===== src/design/sysref_pkg.sv =====
// Constants, types and decode functions for output sync and align pulse gen
// What this block does
// - First synthesizer lock after reset auto-syncs all channel dividers, only once.
// - While the sync bit is set, all channels not ignoring sync are held.
// - Software sets then clears sync bit; sync happens on its falling transition.
// - New coarse phase offsets take effect only at the next output sync.
// - Two-bit mode: 00 direct external, 01 retimed external, 1x internal generator.
// - Direct mode routes external input straight out; requests ignored in external modes.
// - Retimed mode resamples external input on oscillator or feedback clock, bit selected.
// - Internal mode takes requests from the request pin or a software bit.
// - Generator clock is oscillator or feedback; fixed two times 16-bit divider.
// - Divider value accepts any integer from zero to 65535.
// - Generator pulses are always aligned to the divider, whatever the request timing.
// - One control bit picks software bits or request pin as request source.
// - Software N-shot starts on trigger bit rise; hardware clears it when done.
// - Software continuous runs while trigger bit is one, stops when cleared.
// - Pin level N-shot starts on rising pin; party lowers pin before next.
// - Pin level continuous starts on rising pin and stops when pin goes low.
// - Pin edge mode: trigger bit picks rising or falling edge as start.
// - Edge N-shot ignores pin falling and new edges until the sequence ends.
// - Output mode: 00 N-shot, 01 continuous, 10 invalid, 11 stop holds low.
// - Count code gives 1,2,4,6,8 pulses, 110 and up one; then low.
// - Continuous output is a 1010 train at input rate over twice K.
package sysref_pkg;
    localparam int NUM_CH = 14;
    localparam int ADDR_W = 13;
    // Register offsets
    localparam logic [12:0] OFS_OUT_SYNC = 13'h032a;
    localparam logic [12:0] OFS_IGN_LO = 13'h032b;
    localparam logic [12:0] OFS_IGN_HI = 13'h032c;
    localparam logic [12:0] OFS_KDIV_LO = 13'h0400;
    localparam logic [12:0] OFS_KDIV_HI = 13'h0401;
    localparam logic [12:0] OFS_REQ_TRIG = 13'h0402;
    localparam logic [12:0] OFS_MODE = 13'h0403;
    // Field positions
    localparam int SYNC_BIT = 0;
    localparam int REQ_SRC_BIT = 7;
    localparam int TRIG_TYPE_BIT = 6;
    localparam int TRIG_BIT = 5;
    localparam int RETIME_SEL_BIT = 4;
    localparam int GEN_BUSY_BIT = 0;
    localparam int SRC_MSB = 7;
    localparam int SRC_LSB = 6;
    localparam int OUT_MSB = 5;
    localparam int OUT_LSB = 4;
    localparam int CNT_MSB = 3;
    localparam int CNT_LSB = 1;
    localparam int SWREQ_BIT = 0;
    // Values after reset
    localparam logic [7:0] RST_OUT_SYNC = 8'h00;
    localparam logic [7:0] RST_IGN_LO = 8'h00;
    localparam logic [7:0] RST_IGN_HI = 8'h00;
    localparam logic [15:0] RST_KDIV = 16'h0000;
    localparam logic [7:0] RST_REQ_TRIG = 8'h00;
    localparam logic [7:0] RST_MODE = 8'h00;

    typedef enum logic [1:0] {
        OUT_NSHOT = 2'b00,
        OUT_CONT = 2'b01,
        OUT_INVALID = 2'b10,
        OUT_STOP = 2'b11
    } out_mode_t;

    typedef enum logic {
        GEN_IDLE = 1'b0,
        GEN_RUN = 1'b1
    } gen_state_t;

    // Generator configuration decoded from the control registers
    typedef struct packed {
        logic [1:0] src_mode;
        out_mode_t out_mode;
        logic [2:0] count_code;
        logic req_from_pin;
        logic edge_trig;
        logic trig_bit;
        logic retime_sel;
    } gen_cfg_t;

    // N-shot pulse count from the three-bit count code
    function automatic logic [3:0] nshot_pulses(input logic [2:0] code);
        case (code)
            3'h2: nshot_pulses = 4'h2;
            3'h3: nshot_pulses = 4'h4;
            3'h4: nshot_pulses = 4'h6;
            3'h5: nshot_pulses = 4'h8;
            default: nshot_pulses = 4'h1;
        endcase
    endfunction
endpackage


===== src/design/align_divider.sv =====
// Pattern generator clock divider: fixed two times programmable K
`timescale 1ns/1ps
module align_divider (
    // Clock and reset
    input wire logic clk_sys,
    input wire logic reset,
    // Control
    input wire logic tick,
    input wire logic restart,
    input wire logic [15:0] k_value,
    // Half-period strobe
    output logic half_edge
);
    import sysref_pkg::*;

    logic [15:0] cnt_q, cnt_d;
    logic edge_q, edge_d;
    logic [15:0] k_eff;

    // The fixed halving and K combine into one count: a half period lasts
    // K input ticks, so a full period is 2K; K of zero behaves as one
    always_comb begin
        k_eff = (k_value == 16'h0000) ? 16'h0001 : k_value;
        cnt_d = cnt_q;
        edge_d = 1'b0;
        if (restart) begin
            cnt_d = 16'h0000;
        end else if (tick) begin
            if (cnt_q >= k_eff - 16'h0001) begin
                cnt_d = 16'h0000;
                edge_d = 1'b1;
            end else begin
                cnt_d = cnt_q + 16'h0001;
            end
        end
    end

    always_ff @(posedge clk_sys or posedge reset) begin
        if (reset) begin
            cnt_q <= 16'h0000;
            edge_q <= 1'b0;
        end else begin
            cnt_q <= cnt_d;
            edge_q <= edge_d;
        end
    end

    assign half_edge = edge_q;
endmodule


===== src/design/channel_sync_ctrl.sv =====
// Channel divider hold and release on output sync
`timescale 1ns/1ps
module channel_sync_ctrl (
    // Clock and reset
    input wire logic clk_sys,
    input wire logic reset,
    // Sync sources
    input wire logic sync_bit,
    input wire logic auto_sync,
    input wire logic [sysref_pkg::NUM_CH-1:0] ignore_sync,
    // Channel side
    output logic [sysref_pkg::NUM_CH-1:0] hold,
    output logic release_pulse
);
    import sysref_pkg::*;

    logic [NUM_CH-1:0] hold_q, hold_d;
    logic rel_q, rel_d;
    logic prev_q, prev_d;

    // Auto sync holds every channel for one cycle; software sync spares
    // the channels that ignore it
    always_comb begin
        prev_d = sync_bit;
        hold_d = auto_sync ? '1 : ({NUM_CH{sync_bit}} & ~ignore_sync);
        rel_d = (prev_q & ~sync_bit) | auto_sync;
    end

    always_ff @(posedge clk_sys or posedge reset) begin
        if (reset) begin
            hold_q <= '0;
            rel_q <= 1'b0;
            prev_q <= 1'b0;
        end else begin
            hold_q <= hold_d;
            rel_q <= rel_d;
            prev_q <= prev_d;
        end
    end

    assign hold = hold_q;
    assign release_pulse = rel_q;
endmodule


===== src/design/sysref_sync_top.sv =====
// Output sync control and align pulse source selection and generator
`timescale 1ns/1ps
module sysref_sync_top (
    // Clock and reset
    input wire logic clk_sys,
    input wire logic reset,
    // Register access from the serial control port
    input wire logic [sysref_pkg::ADDR_W-1:0] reg_addr,
    input wire logic reg_wr,
    input wire logic [7:0] reg_wdata,
    output logic [7:0] reg_rdata,
    // Clock front end, enables on clk_sys
    input wire logic osc_tick,
    input wire logic fb_tick,
    // Pins and loop status, asynchronous
    input wire logic synth_lock,
    input wire logic external_align_input,
    input wire logic align_pulse_request_pin,
    // Distribution side
    output logic align_out,
    output logic [sysref_pkg::NUM_CH-1:0] channel_hold,
    output logic channel_phase_apply
);
    import sysref_pkg::*;

    // Registers
    logic [7:0] sync_ctl_q, sync_ctl_d;
    logic [7:0] ign_lo_q, ign_lo_d;
    logic [7:0] ign_hi_q, ign_hi_d;
    logic [15:0] kdiv_q, kdiv_d;
    logic [7:0] trig_q, trig_d;
    logic [7:0] mode_q, mode_d;
    logic [7:0] rdata_q, rdata_d;
    // Synchronisers
    logic [1:0] lock_sq, ext_sq, pin_sq;
    logic lock_s, ext_s, pin_s;
    // Request and generator state
    logic pin_prev_q, pin_prev_d;
    logic sw_prev_q, sw_prev_d;
    logic first_done_q, first_done_d;
    logic auto_q, auto_d;
    gen_state_t state_q, state_d;
    logic gen_out_q, gen_out_d;
    logic [3:0] pulses_q, pulses_d;
    logic ret_q, ret_d;
    logic out_q, out_d;
    // Decoded and combinational
    gen_cfg_t cfg;
    logic gen_tick, div_edge, internal, sw_level, start, stop_level;
    logic nshot_done;
    logic [3:0] n_target;
    logic [NUM_CH-1:0] ignore_vec;
    logic rel_pulse;

    // Field decode into one carrier
    always_comb begin
        cfg.src_mode = mode_q[SRC_MSB:SRC_LSB];
        cfg.out_mode = out_mode_t'(mode_q[OUT_MSB:OUT_LSB]);
        cfg.count_code = mode_q[CNT_MSB:CNT_LSB];
        cfg.req_from_pin = trig_q[REQ_SRC_BIT];
        cfg.edge_trig = trig_q[TRIG_TYPE_BIT];
        cfg.trig_bit = trig_q[TRIG_BIT];
        cfg.retime_sel = trig_q[RETIME_SEL_BIT];
    end

    assign ignore_vec = {ign_hi_q[NUM_CH-9:0], ign_lo_q};
    assign internal = cfg.src_mode[1];
    assign n_target = nshot_pulses(cfg.count_code);
    // Generator and retimer share one clock choice: feedback or oscillator
    assign gen_tick = cfg.retime_sel ? fb_tick : osc_tick;

    // Two-stage synchronisers for every asynchronous input
    always_ff @(posedge clk_sys or posedge reset) begin
        if (reset) begin
            lock_sq <= 2'h0;
            ext_sq <= 2'h0;
            pin_sq <= 2'h0;
        end else begin
            lock_sq <= {lock_sq[0], synth_lock};
            ext_sq <= {ext_sq[0], external_align_input};
            pin_sq <= {pin_sq[0], align_pulse_request_pin};
        end
    end
    assign lock_s = lock_sq[1];
    assign ext_s = ext_sq[1];
    assign pin_s = pin_sq[1];

    // Register file: writes, and the hardware clear of the request bits.
    // A write in the same cycle as the clear wins, so no request is lost.
    always_comb begin
        sync_ctl_d = sync_ctl_q;
        ign_lo_d = ign_lo_q;
        ign_hi_d = ign_hi_q;
        kdiv_d = kdiv_q;
        trig_d = trig_q;
        mode_d = mode_q;
        if (nshot_done && !cfg.req_from_pin) begin
            trig_d[TRIG_BIT] = 1'b0;
            mode_d[SWREQ_BIT] = 1'b0;
        end
        if (reg_wr) begin
            case (reg_addr)
                OFS_OUT_SYNC: sync_ctl_d = reg_wdata;
                OFS_IGN_LO: ign_lo_d = reg_wdata;
                OFS_IGN_HI: ign_hi_d = reg_wdata;
                OFS_KDIV_LO: kdiv_d[7:0] = reg_wdata;
                OFS_KDIV_HI: kdiv_d[15:8] = reg_wdata;
                OFS_REQ_TRIG: trig_d = reg_wdata;
                OFS_MODE: mode_d = reg_wdata;
                default: ;
            endcase
        end
    end

    // Readback; the busy bit shows the generator state, unmapped reads zero
    always_comb begin
        case (reg_addr)
            OFS_OUT_SYNC: rdata_d = sync_ctl_q;
            OFS_IGN_LO: rdata_d = ign_lo_q;
            OFS_IGN_HI: rdata_d = ign_hi_q;
            OFS_KDIV_LO: rdata_d = kdiv_q[7:0];
            OFS_KDIV_HI: rdata_d = kdiv_q[15:8];
            OFS_REQ_TRIG: rdata_d = {trig_q[7:1], state_q == GEN_RUN};
            OFS_MODE: rdata_d = mode_q;
            default: rdata_d = 8'h00;
        endcase
    end

    always_ff @(posedge clk_sys or posedge reset) begin
        if (reset) begin
            sync_ctl_q <= RST_OUT_SYNC;
            ign_lo_q <= RST_IGN_LO;
            ign_hi_q <= RST_IGN_HI;
            kdiv_q <= RST_KDIV;
            trig_q <= RST_REQ_TRIG;
            mode_q <= RST_MODE;
            rdata_q <= 8'h00;
        end else begin
            sync_ctl_q <= sync_ctl_d;
            ign_lo_q <= ign_lo_d;
            ign_hi_q <= ign_hi_d;
            kdiv_q <= kdiv_d;
            trig_q <= trig_d;
            mode_q <= mode_d;
            rdata_q <= rdata_d;
        end
    end

    // One automatic sync on the first lock; later lock changes do nothing
    always_comb begin
        first_done_d = first_done_q | lock_s;
        auto_d = lock_s & ~first_done_q;
    end

    always_ff @(posedge clk_sys or posedge reset) begin
        if (reset) begin
            first_done_q <= 1'b0;
            auto_q <= 1'b0;
        end else begin
            first_done_q <= first_done_d;
            auto_q <= auto_d;
        end
    end

    // Divider hold and release; release also loads new coarse phases
    channel_sync_ctrl u_chan_sync (
        .clk_sys(clk_sys),
        .reset(reset),
        .sync_bit(sync_ctl_q[SYNC_BIT]),
        .auto_sync(auto_q),
        .ignore_sync(ignore_vec),
        .hold(channel_hold),
        .release_pulse(rel_pulse)
    );
    assign channel_phase_apply = rel_pulse;

    // Generator timebase, realigned with the channel dividers on each sync
    align_divider u_div (
        .clk_sys(clk_sys),
        .reset(reset),
        .tick(gen_tick),
        .restart(rel_pulse),
        .k_value(kdiv_q),
        .half_edge(div_edge)
    );

    // Request qualification; requests count only in internal mode
    always_comb begin
        sw_level = cfg.trig_bit | mode_q[SWREQ_BIT];
        sw_prev_d = sw_level;
        pin_prev_d = pin_s;
        if (!cfg.req_from_pin) begin
            start = sw_level & ~sw_prev_q;
            stop_level = ~sw_level;
        end else if (!cfg.edge_trig) begin
            start = pin_s & ~pin_prev_q;
            stop_level = ~pin_s;
        end else begin
            // Edge mode: trigger bit one picks rising, zero falling
            start = cfg.trig_bit ? (pin_s & ~pin_prev_q)
                                 : (~pin_s & pin_prev_q);
            stop_level = 1'b0;
        end
        start = start & internal &
                (cfg.out_mode == OUT_NSHOT || cfg.out_mode == OUT_CONT);
        stop_level = stop_level & (cfg.out_mode == OUT_CONT);
    end

    // Pattern state machine; output rises only on divider edges so pulses
    // stay aligned to the outputs however the request arrives
    always_comb begin
        state_d = state_q;
        gen_out_d = gen_out_q;
        pulses_d = pulses_q;
        nshot_done = 1'b0;
        case (state_q)
            GEN_IDLE: begin
                gen_out_d = 1'b0;
                pulses_d = 4'h0;
                if (start) begin
                    state_d = GEN_RUN;
                end
            end
            GEN_RUN: begin
                if (!internal || cfg.out_mode == OUT_STOP ||
                    cfg.out_mode == OUT_INVALID) begin
                    state_d = GEN_IDLE;
                    gen_out_d = 1'b0;
                end else if (div_edge) begin
                    if (gen_out_q) begin
                        gen_out_d = 1'b0;
                        pulses_d = pulses_q + 4'h1;
                        if (cfg.out_mode == OUT_NSHOT &&
                            pulses_q + 4'h1 >= n_target) begin
                            state_d = GEN_IDLE;
                            nshot_done = 1'b1;
                        end else if (stop_level) begin
                            state_d = GEN_IDLE;
                        end
                    end else if (stop_level) begin
                        state_d = GEN_IDLE;
                    end else begin
                        gen_out_d = 1'b1;
                    end
                end
            end
            default: begin
                state_d = GEN_IDLE;
                gen_out_d = 1'b0;
            end
        endcase
    end

    // Source select; retimed path samples only on the chosen clock enable
    always_comb begin
        ret_d = gen_tick ? ext_s : ret_q;
        case (cfg.src_mode)
            2'b00: out_d = ext_s;
            2'b01: out_d = ret_q;
            default: out_d = gen_out_q;
        endcase
    end

    always_ff @(posedge clk_sys or posedge reset) begin
        if (reset) begin
            sw_prev_q <= 1'b0;
            pin_prev_q <= 1'b0;
            state_q <= GEN_IDLE;
            gen_out_q <= 1'b0;
            pulses_q <= 4'h0;
            ret_q <= 1'b0;
            out_q <= 1'b0;
        end else begin
            sw_prev_q <= sw_prev_d;
            pin_prev_q <= pin_prev_d;
            state_q <= state_d;
            gen_out_q <= gen_out_d;
            pulses_q <= pulses_d;
            ret_q <= ret_d;
            out_q <= out_d;
        end
    end

    assign align_out = out_q;
    assign reg_rdata = rdata_q;

    // Helper: pulses emitted in the current sequence
    logic [3:0] seen_q;
    always_ff @(posedge clk_sys or posedge reset) begin
        if (reset) begin
            seen_q <= 4'h0;
        end else if (state_q == GEN_IDLE) begin
            seen_q <= 4'h0;
        end else if (gen_out_d && !gen_out_q) begin
            seen_q <= seen_q + 4'h1;
        end
    end
endmodule


===== config.mk =====
export PLATFORM = sky130hd
export DESIGN_NAME = sysref_sync_top
export DESIGN_NICKNAME = d
export VERILOG_FILES = /design/src/design/sysref_pkg.sv /design/src/design/align_divider.sv /design/src/design/channel_sync_ctrl.sv /design/src/design/sysref_sync_top.sv
export SDC_FILE = /design/constraint.sdc
export NUM_CORES = 1
export LEC_CHECK = 0
export BUFFER_PORTS_ARGS = -buffer_cell sky130_fd_sc_hd__clkbuf_2
export CORE_ASPECT_RATIO = 1.75
export CORE_UTILIZATION = 59
export DETAILED_ROUTE_END_ITERATION = 7
export PLACE_DENSITY_LB_ADDON = 0.05
export SYNTH_ARGS = -nofsm -noshare
export SYNTH_HDL_FRONTEND = slang
export SYNTH_SLANG_ARGS = --single-unit

===== constraint.sdc =====
create_clock -name clk_sys -period 4.7 [get_ports clk_sys]
set_input_delay 0 -clock clk_sys [delete_from_list [all_inputs] [get_ports clk_sys]]
set_output_delay 0 -clock clk_sys [all_outputs]
set_load 0.005 [all_outputs]

# Word level (Yosys, flattened, before mapping)
# Index checks and enable logic that the tools add are counted.
[totals] regBits=115 in_bits=29 out_inout_bits=24
[classes] add_sub_neg=3 magnitude_cmp=2 eq_ne=19 muxes=43 n_bitwise=20 n_reduce_logical=19
[op_table] operator="two-way mux 16 bit" count=4
[op_table] operator="case mux 8 bit (7 select lines)" count=1
[op_table] operator="== test 13 x 11 -> 1 bit (second input constant)" count=4
[op_table] operator="== test 13 x 10 -> 1 bit (second input constant)" count=3
[op_table] operator="two-way mux 1 bit" count=27
[op_table] operator="adder 16 x 1 -> 16 bit (second input constant)" count=1
[op_table] operator=">= comparator 16 bit" count=1
[op_table] operator="logical NOT 16 bit" count=1
[op_table] operator="case mux 4 bit (4 select lines)" count=1
[op_table] operator="subtractor 16 x 1 -> 16 bit (second input constant)" count=1
[op_table] operator="bitwise AND 14 bit" count=1
[op_table] operator="two-way mux 14 bit" count=1
[op_table] operator="NOT 14 bit" count=1
[op_table] operator="AND reduction 2 bit" count=7
[op_table] operator="two-way mux 4 bit" count=3
[op_table] operator="two-way mux 6 bit" count=2
[op_table] operator="bitwise AND 1 bit" count=8
[op_table] operator="case mux 4 bit (2 select lines)" count=1
[op_table] operator="NOT 1 bit" count=7
[op_table] operator="== test 3 x 2 -> 1 bit (second input constant)" count=2
[op_table] operator="== test 3 bit (second input constant)" count=2
[op_table] operator="case mux 1 bit (2 select lines)" count=3
[op_table] operator="adder 4 x 1 -> 4 bit (second input constant)" count=1
[op_table] operator="== test 2 x 1 -> 1 bit (second input constant)" count=2
[op_table] operator="other kinds (12)" count=21

# Depth between registers and ports, before layout
# Gate-level depths: netlist (run 1).
[depth] word_depth=13 mapped_depth=14 depth_no_buf=14

# By module
# A second synthesis (run 1) with hierarchy kept.
[hier_totals] hier_cells=509 area_unflattened_um2=5870.6
[modules_own_cells] mod="sysref_sync_top" n_inst=1 cells_each=283 area_each_um2=3767.4
[modules_own_cells] mod="align_divider" n_inst=1 cells_each=191 area_each_um2=1570.3
[modules_own_cells] mod="channel_sync_ctrl" n_inst=1 cells_each=35 area_each_um2=533.0

# Least setup slack after synthesis (run 1)
# Ideal clock, no wire load.
[synth_timing] kind="register to register" from="reg kdiv_q[5]" to="reg u_div.cnt_q[15]" setup_ns=0.116 arrival_ns=3.604 path_slack_ns=0.980 stages_incl_launch_ff=15 n_path_buf=0 cell_sequence="dfrtp_1 > or4_1 > nor4_1 > a41oi_1 > ha_1 > nand2b_1 > nor2_1 > nand2_1 > xor2_1 > ha_1 > nand4_1 > o21bai_1 > a211oi_1 > nand3_1 > o311ai_0"
[synth_between] elab_chain_cells=7
[synth_lines] item="from (decl)" line_no="sysref_sync_top.sv:30" text="logic [15:0] kdiv_q, kdiv_d;"
[synth_lines] item="from (signal assigned)" line_no="sysref_sync_top.sv:142" text="kdiv_q <= kdiv_d;"
[synth_lines] item="logical NOT 16 bit" line_no="align_divider.sv:23" text="k_eff = (k_value == 16'h0000) ? 16'h0001 : k_value;"
[synth_lines] item="two-way mux 16 bit (*)" line_no="align_divider.sv:23"
[synth_lines] item="subtractor 16 x 1 -> 16 bit (*)" line_no="align_divider.sv:29" text="if (cnt_q >= k_eff - 16'h0001) begin"
[synth_lines] item=">= comparator 16 bit (*)" line_no="align_divider.sv:29"
[synth_lines] item="two-way mux 16 bit (*)" line_no="align_divider.sv:29"
[synth_lines] item="two-way mux 16 bit (*)" line_no="align_divider.sv:28" text="end else if (tick) begin"
[synth_lines] item="two-way mux 16 bit (*)" line_no="align_divider.sv:26" text="if (restart) begin"
[synth_lines] item="to (signal assigned)" line_no="align_divider.sv:43" text="cnt_q <= cnt_d;"
[synth_lines] item="to (decl)" line_no="align_divider.sv:16" text="logic [15:0] cnt_q, cnt_d;"
# Mark *: on every way between the ends. The rest lies on a longest branch, timed or not. The select of a mux whose other input is x is not followed.
# A chain may end at the register's enable or synchronous reset.

# Final worst setup path (run 1)
# Same ends and word-level chain as after synthesis.

==> results of run 1 <==
[metal layers]
| metal | vias to the layer above | track usage [%] |
|---|---|---|
| li1 | 1901 | - |
| met1 | 2111 | 31.74 |
| met2 | 104 | 54.57 |
| met3 | 38 | 6.212 |
| met4 | 0 | 16.23 |
| met5 | - | 0 |
[worst max-delay path: stages (launching register included)]
cell and delay [ns]:
dfrtp_1 0.42, or4_1 0.62, nor4_1 0.37, a41oi_1 0.26, ha_1 0.29, nand2b_1 0.18
nor2_1 0.10, nand2_1 0.09, xor2_1 0.16, ha_1 0.26, nand4_1 0.16, o21bai_1 0.13
a211oi_2 0.39, nand3_1 0.22, o311ai_0 0.39
[synthesized netlist by cell type (2+ instances only)]
master    number  area, um^2
nand3_1       19       95.09
or2_2          2       12.51
buf_4          2       15.01
a211oi_1       4       30.03
buf_1          2       7.510
mux2_2        46       518.0
a21oi_1        8       40.04
ha_1          23       287.8
and2_1         5       31.28
a31oi_1        4       25.02
o21ai_1        5       25.02
or3_1          2       12.51
o31ai_1        2       15.01
nor2_1        30       112.6
xor2_1        19       166.4
xnor2_1       11       96.34
buf_2          3       15.01
nand2_1       42       157.7
or4_1          7       52.55
nor3_1         2       10.01
and4_1         3       26.28
mux4_2         8       180.2
o21ai_0       16       80.08
nand4b_1       2       17.52
inv_1         15       56.30
nor2b_1        6       37.54
dfrtp_1      114        2853
a222oi_1       8       80.08
a41oi_1        2       17.52
nand4_1       10       62.56
mux2i_1        4       40.04
clkbuf_1       7       26.28
nand2b_1       3       18.77
a21o_1         8       60.06
nand3b_1       3       22.52
o21bai_1       8       60.06
nor4_1         6       37.54
[worst max path at each step]
stage          slack (ns)       from         endpoint  cells past startpoint
2_1_floorplan        0.98  kdiv_q[5]  u_div.cnt_q[15]                     14
3_3_place_gp         0.56  kdiv_q[5]  u_div.cnt_q[15]                     14
3_5_place_dp         0.30  kdiv_q[5]  u_div.cnt_q[15]                     14
4_1_cts              0.32  kdiv_q[5]  u_div.cnt_q[15]                     14
5_1_grt              0.16  kdiv_q[5]  u_div.cnt_q[15]                     14
6_report             0.54  kdiv_q[5]  u_div.cnt_q[15]                     14
[final cells by class]
class	count	area (um^2)
Multi-Input combinational cell	335	2596
Fill cell	690	2377
Clock buffer	19	432.9
Sequential cell	114	2853
Clock inverter	13	209.0
Inverter	16	62.56
Timing Repair Buffer	68	412.9
Tap cell	120	150.1
[metrics by stage]
step           instance area (um^2)  utilization [%]  setup slack (ns)  instances
5_1_grt                        6716            73.86            0.1557        685
3_5_place_dp                   5939            65.31            0.3018        640
3_3_place_gp                   5939            65.31            0.5649        640
4_1_cts                        6711            73.80            0.3150        685
6_report                       6716            73.86            0.5384        685
2_1_floorplan                  5568                -            0.9799        479
[cell usage in the layout, fill, tap and decap left out, drive strengths merged, types with 13 or more instances in the layout]
cell type and instances:
ha 23, mux2 46, clkbuf 71, nand3 19, dfrtp 114, nand2 43, xor2 19, nor2 31
inv 16, o21ai 21, dlygate4sd3 13
[flip-flops by register name, summed over array words and instances (netlist names), 2 cells and up]
register / flops
kdiv_q: 16
ign_hi_q: 8
ext_sq: 2
reg_rdata: 8
sync_ctl_q: 8
u_div.cnt_q: 16
ign_lo_q: 8
lock_sq: 2
u_chan_sync.hold: 14
pulses_q: 4
pin_sq: 2
mode_q: 8
trig_q: 7
[report_power, final]
group	internal, mW	switching (mW)	leakage (nW)
registers	0.996	0.0154	1.48
clock network	0.940	0.462	0.304
logic	0.0543	0.0893	1.46
total	1.99	0.566	3.25
[cell families (layout without fill, tap and decap cells)]
kind of cell	count (synthesis)	in the layout
mux	58	58
fa+ha+maj	23	23
simple gates	151	151
xor+xnor	30	30
compound gates	73	73
flops	114	114
buf+inv	30	116
[timing repair]
action | in CTS | in global routing
hold buffers | 13 | 0
endpoints found under the setup margin | 0 | 1
hold endpoints to repair | 115 | 0
gates resized for setup | 0 | 1
==> flow_metrics.py, run 1 <==
metrics = {
    "run_status": {
        "outcome": "finished clean",
    },
    "cts": {
        "cts-root-buf": "clkbuf_16",
        "cts_buffers": 17,
        "clkSinkCount": 114,
        "insertion_delay_ns": 0.41,
        "clk_pin_slew_worst_paths_ns": 0.06,
        "cts_tree": "done",
        "cts_setup_buffers": 0,
        "ctsHtreeMaxLevel": 4,
        "clock_path_buffers": 2,
    },
    "floorplanning": {
        "fp.dieW_um": 75.44,
        "rows": 46,
        "die_area_um2": 9845,
        "ios": 53,
        "initial_core_util_pct": 61.23,
        "die_h_um": 130.5,
        "fp.coreArea_um2": 9094,
    },
    "cells_and_area": {
        "fin_nets": 604,
        "diodes": 0,
        "syn2layout_area_growth_pct": 20.63,
        "final_layout_size_suffix_gt1_share_pct": 26.02,
    },
    "power_and_ir_drop": {
        "power.leakage_nw": 3.246,
        "irDropWorstVdd_mv": 0.3035,
        "power.total_mw": 2.557,
        "powerDensity_nw_per_um2": 380.8,
    },
    "worst_hold_path": {
        "whs_endpoint": "ign_lo_q[2]",
        "hold_depth": 3,
        "hp-class": "in -> reg",
        "min-delay-start": "reg_wr",
    },
    "worst_setup_path": {
        "required_ns": 4.99,
        "cp.arrival_ns": 4.45,
        "r2r_end": "u_div.cnt_q[15]",
        "cp-start-kind": "flip-flop",
        "crit_type": "reg -> reg",
        "reg2reg_depth": 14,
        "timing.rr.start": "kdiv_q[5]",
        "r2r_slack_ns": 0.54,
        "end_kind": "flip-flop",
        "cp_max_fo": 6,
    },
    "yosys": {
        "ys_ff_latch": 114,
        "synth_area_per_cell_um2": 11.62,
        "async_reset_ff_share_pct": 100.0,
        "syn_inst": 479,
        "synth_top_flop_cell": "dfrtp_1",
        "synth-compound-area-share_pct": 8.966,
        "synth_cell_types": 55,
        "synthSimpleGateAreaFrac_pct": 14.43,
        "synth_edf_count": 0,
        "seq_area_frac_synth_pct": 51.24,
        "synthAdderAreaFrac_pct": 5.169,
        "muxShareOfSynthArea_pct": 13.26,
        "synth_area_um2": 5568,
        "synth_xor_area_share_pct": 4.719,
        "synth_nets": 531,
        "ys_warn_count": 0,
        "synth_top_family_by_area": "simple AND/OR/NAND/NOR gates",
    },
    "place": {
        "routabilityCongestion": 0.8155,
        "io_buffer_count": 52,
        "dpl.hpwl_um": 9470,
    },
    "sta": {
        "rsz0062_at_grt": "no",
        "skew_ns": 0.008291,
        "fmax_mhz": 240.3,
        "hold_slack_ns": 0.02735,
        "relSlewSlack_pct": 32.07,
        "finalSetupViolations": 0,
        "final.min_clock_period_ns": 4.162,
        "tns_ns": 0,
        "hold_viol": 0,
        "worstMarginPinSlew_ns": 1.013,
        "post-route-period-util_pct": 88.54,
        "finalMaxSlewViolations": 0,
    },
    "drt": {
        "top_layer_used": "met4",
        "drt-wirelength-per-cell_um": 19.87,
        "dr_wl_met2_um": 7630,
        "vias": 4154,
        "vias_per_cell": 6.064,
        "antenna_left": 0,
        "met1Wirelength_um": 5084,
        "drcViolationCount": 0,
        "drt_iter0_drc": 254,
        "met3_length_um": 370,
        "firstDrtPassIters": 7,
        "routed_wl_um": 13610,
    },
    "global_route": {
        "grt_overflow": 0,
        "antenna_found_initial": 0,
        "grt.total_usage_pct": 30.17,
        "grt_max_degree": 76,
        "grt_pass1_wl_um": 21160,
        "grt_pass1_vias": 4320,
    },
    "job": {
        "cap_violations": 0,
    },
}
No activity file was read; power rests on OpenSTA's default activity.
==> run 2: changes to the inputs <==
--- a/config.mk
+++ b/config.mk
@@ -5,9 +5,10 @@
 export SDC_FILE = /design/constraint.sdc
 export NUM_CORES = 1
 export LEC_CHECK = 0
+export ABC_AREA = 1
 export BUFFER_PORTS_ARGS = -buffer_cell sky130_fd_sc_hd__clkbuf_2
 export CORE_ASPECT_RATIO = 1.75
-export CORE_UTILIZATION = 59
+export CORE_UTILIZATION = 60
 export DETAILED_ROUTE_END_ITERATION = 7
 export PLACE_DENSITY_LB_ADDON = 0.05
 export SYNTH_ARGS = -nofsm -noshare
==> flow_metrics.py, run 2 <==
metrics = {
    "run_status": {
        "outcome": "finished clean",
    },
    "cells_and_area": {
        "post-route-util_pct": 72.49,
        "mostFrequentLayoutCells": "140 x nand2_1, 114 x dfrtp_1, 107 x nor2_1, 92 x inv_1, 58 x o21ai_0",
        "final_layout_size_suffix_gt1_share_pct": 14.09,
        "final_common_cell": "nand2_1",
        "syn2layout_area_growth_pct": 16.55,
        "fin_nets": 841,
    },
    "worst_setup_path": {
        "end_kind": "flip-flop",
        "path_cells": "inv_1, nand3_1, nor2_1, a21oi_1, ha_1, nand2_1, nor3_1, nand3_1, xor2_1, inv_1, ha_1, nand4_1, a21oi_1, nor2_1, nand3_2, a21oi_1",
        "slowest_delay_ns": 0.45,
        "r2r_slack_ns": 1.19,
        "required_ns": 5.02,
        "r2r_end": "u_div.cnt_q[7]",
        "timing.rr.start": "kdiv_q[4]",
        "cpMostUsedCell": "a21oi_1",
        "crit_slowest_cell": "dfrtp_1",
        "reg2reg_depth": 16,
        "cp_num_buf_inv": 2,
        "critPathTopFamily": "simple AND/OR/NAND/NOR gates",
        "cp_max_fo": 10,
        "cp-start-kind": "flip-flop",
        "crit_type": "reg -> reg",
        "cp.arrival_ns": 3.83,
    },
    "floorplanning": {
        "fp.coreArea_um2": 9468,
        "die_area_um2": 10230,
        "initial_core_util_pct": 62.19,
        "fp.dieW_um": 76.89,
        "rows": 47,
        "die_h_um": 133.0,
        "ios": 53,
    },
    "place": {
        "io_buffer_count": 52,
        "routabilityCongestion": 0.9444,
        "dpl.hpwl_um": 11150,
    },
    "global_route": {
        "grt_pass1_wl_um": 24830,
        "grt_pass1_vias": 5154,
        "grt.total_usage_pct": 32.19,
        "grt_overflow": 0,
        "antenna_found_initial": 0,
        "grt_max_degree": 69,
    },
    "cts": {
        "cts_buffers": 17,
        "clk_pin_slew_worst_paths_ns": 0.06,
        "cts-root-buf": "clkbuf_16",
        "cts_hold_buf": 4,
        "cts_resized": 0,
        "clkSinkCount": 114,
        "cts_tree": "done",
        "ctsHtreeMaxLevel": 4,
        "clock_path_buffers": 2,
        "cts_setup_buffers": 0,
        "insertion_delay_ns": 0.41,
    },
    "drt": {
        "drcViolationCount": 0,
        "vias": 5138,
        "antenna_left": 0,
        "drt-wirelength-per-cell_um": 16.46,
        "routed_wl_um": 15230,
        "drt_iter0_drc": 419,
        "firstDrtPassIters": 6,
        "vias_per_cell": 5.555,
    },
    "power_and_ir_drop": {
        "powerDensity_nw_per_um2": 353.6,
        "power.leakage_nw": 3.262,
        "irDropWorstVdd_mv": 0.3031,
    },
    "sta": {
        "relSlewSlack_pct": 45.04,
        "finalMaxSlewViolations": 0,
        "post-route-period-util_pct": 74.68,
        "hold_slack_ns": 0.002975,
        "rsz0062_at_grt": "no",
        "tns_ns": 0,
        "skew_ns": 0.005628,
        "final.min_clock_period_ns": 3.510,
        "fmax_mhz": 284.9,
        "finalSetupViolations": 0,
        "hold_viol": 0,
        "worstMarginPinSlew_ns": 0.8243,
    },
    "yosys": {
        "syn_inst": 724,
        "ys_ff_latch": 114,
        "yosysMostFrequentCell": "nand2_1",
        "synth_nets": 776,
        "post-synth-top-area-cell": "dfrtp_1",
        "synth_edf_count": 0,
        "synth_top_flop_cell": "dfrtp_1",
        "async_reset_ff_share_pct": 100.0,
        "synth_area_per_cell_um2": 8.133,
        "ys_warn_count": 0,
        "seq_area_frac_synth_pct": 48.45,
        "yosys-top-cells-count": "140 x nand2_1, 114 x dfrtp_1, 107 x nor2_1, 93 x inv_1, 58 x o21ai_0",
        "synth_cell_types": 34,
        "post-synth-top-area-fraction_pct": 48.45,
        "synth_area_um2": 5888,
        "synth_area_leaders": "dfrtp_1 48%, nand2_1 8.9%, nor2_1 6.8%",
    },
    "worst_hold_path": {
        "hp-class": "in -> reg",
        "hold_depth": 3,
        "whs_endpoint": "kdiv_q[15]",
        "min-delay-start": "reg_wdata[7]",
    },
    "job": {
        "cap_violations": 0,
    },
}
[run 2: changes by cell type after synthesis, sizes merged, moves of 8 or more]
cell / change
a21oi: +17
mux2: -45
nand3: +32
o21ai: +70
nand2: +99
nor2: +82
mux4: -8
o21bai: -8
a222oi: -8
a21o: -8
inv: +78
[run 2: stage by stage]
stage                     std cells  area, um^2  power [mW]  setup slack (ns)
after global routing            924        6860       2.500            0.9281
after CTS                       924        6860       2.436             1.211
after global placement          888        6236       1.175             1.402
after detailed placement        888        6236       1.180             1.233
final                           925        6863       2.427             1.190
after floorplan                 724        5888       1.122             1.684
[run 2: area by class of cell]
type | count | area [um^2]
diodes | 1 | 2.502
clock buffers | 17 | 425.4
clock inverters | 15 | 158.9
fillers | 756 | 2605
inverters | 93 | 351.6
multi-input cells | 506 | 2611
flip-flops and latches | 114 | 2853
well taps | 122 | 152.6
repair buffers | 57 | 307.8
[run 2: tightest hold or removal path: stages]
cell      delay [ns]
clkbuf_2        0.08
inv_1           0.14
o21ai_1         0.16
[run 2: routing by layer]
layer	global-route usage [%]	share of wire, %
met4	22.54	6.1
met2	58.38	54
met3	5.379	4.5
met1	32.89	35
met5	0	0
[run 2: worst max-delay path by stage]
stage	from	endpoint	cells past startpoint
after floorplan	reset	align_out	1
after global placement	kdiv_q[4]	u_div.cnt_q[6]	16
after global routing	kdiv_q[5]	u_div.cnt_q[7]	16
after CTS	kdiv_q[4]	u_div.cnt_q[7]	16
final	kdiv_q[4]	u_div.cnt_q[7]	16
after detailed placement	kdiv_q[4]	u_div.cnt_q[7]	16
[run 2: logic make-up after synthesis]
logic type      synth area share, %
compound gates                11.13
xor+xnor                      2.975
fa+ha+maj                     4.887
buf+inv                       7.203
flops                         48.45
mux                          0.1912
simple gates                  25.16
[run 2: power by group]
group          switching (mW)  internal, mW
Combinational           0.111        0.0466
Clock                   0.478         0.783
Sequential             0.0121         0.996
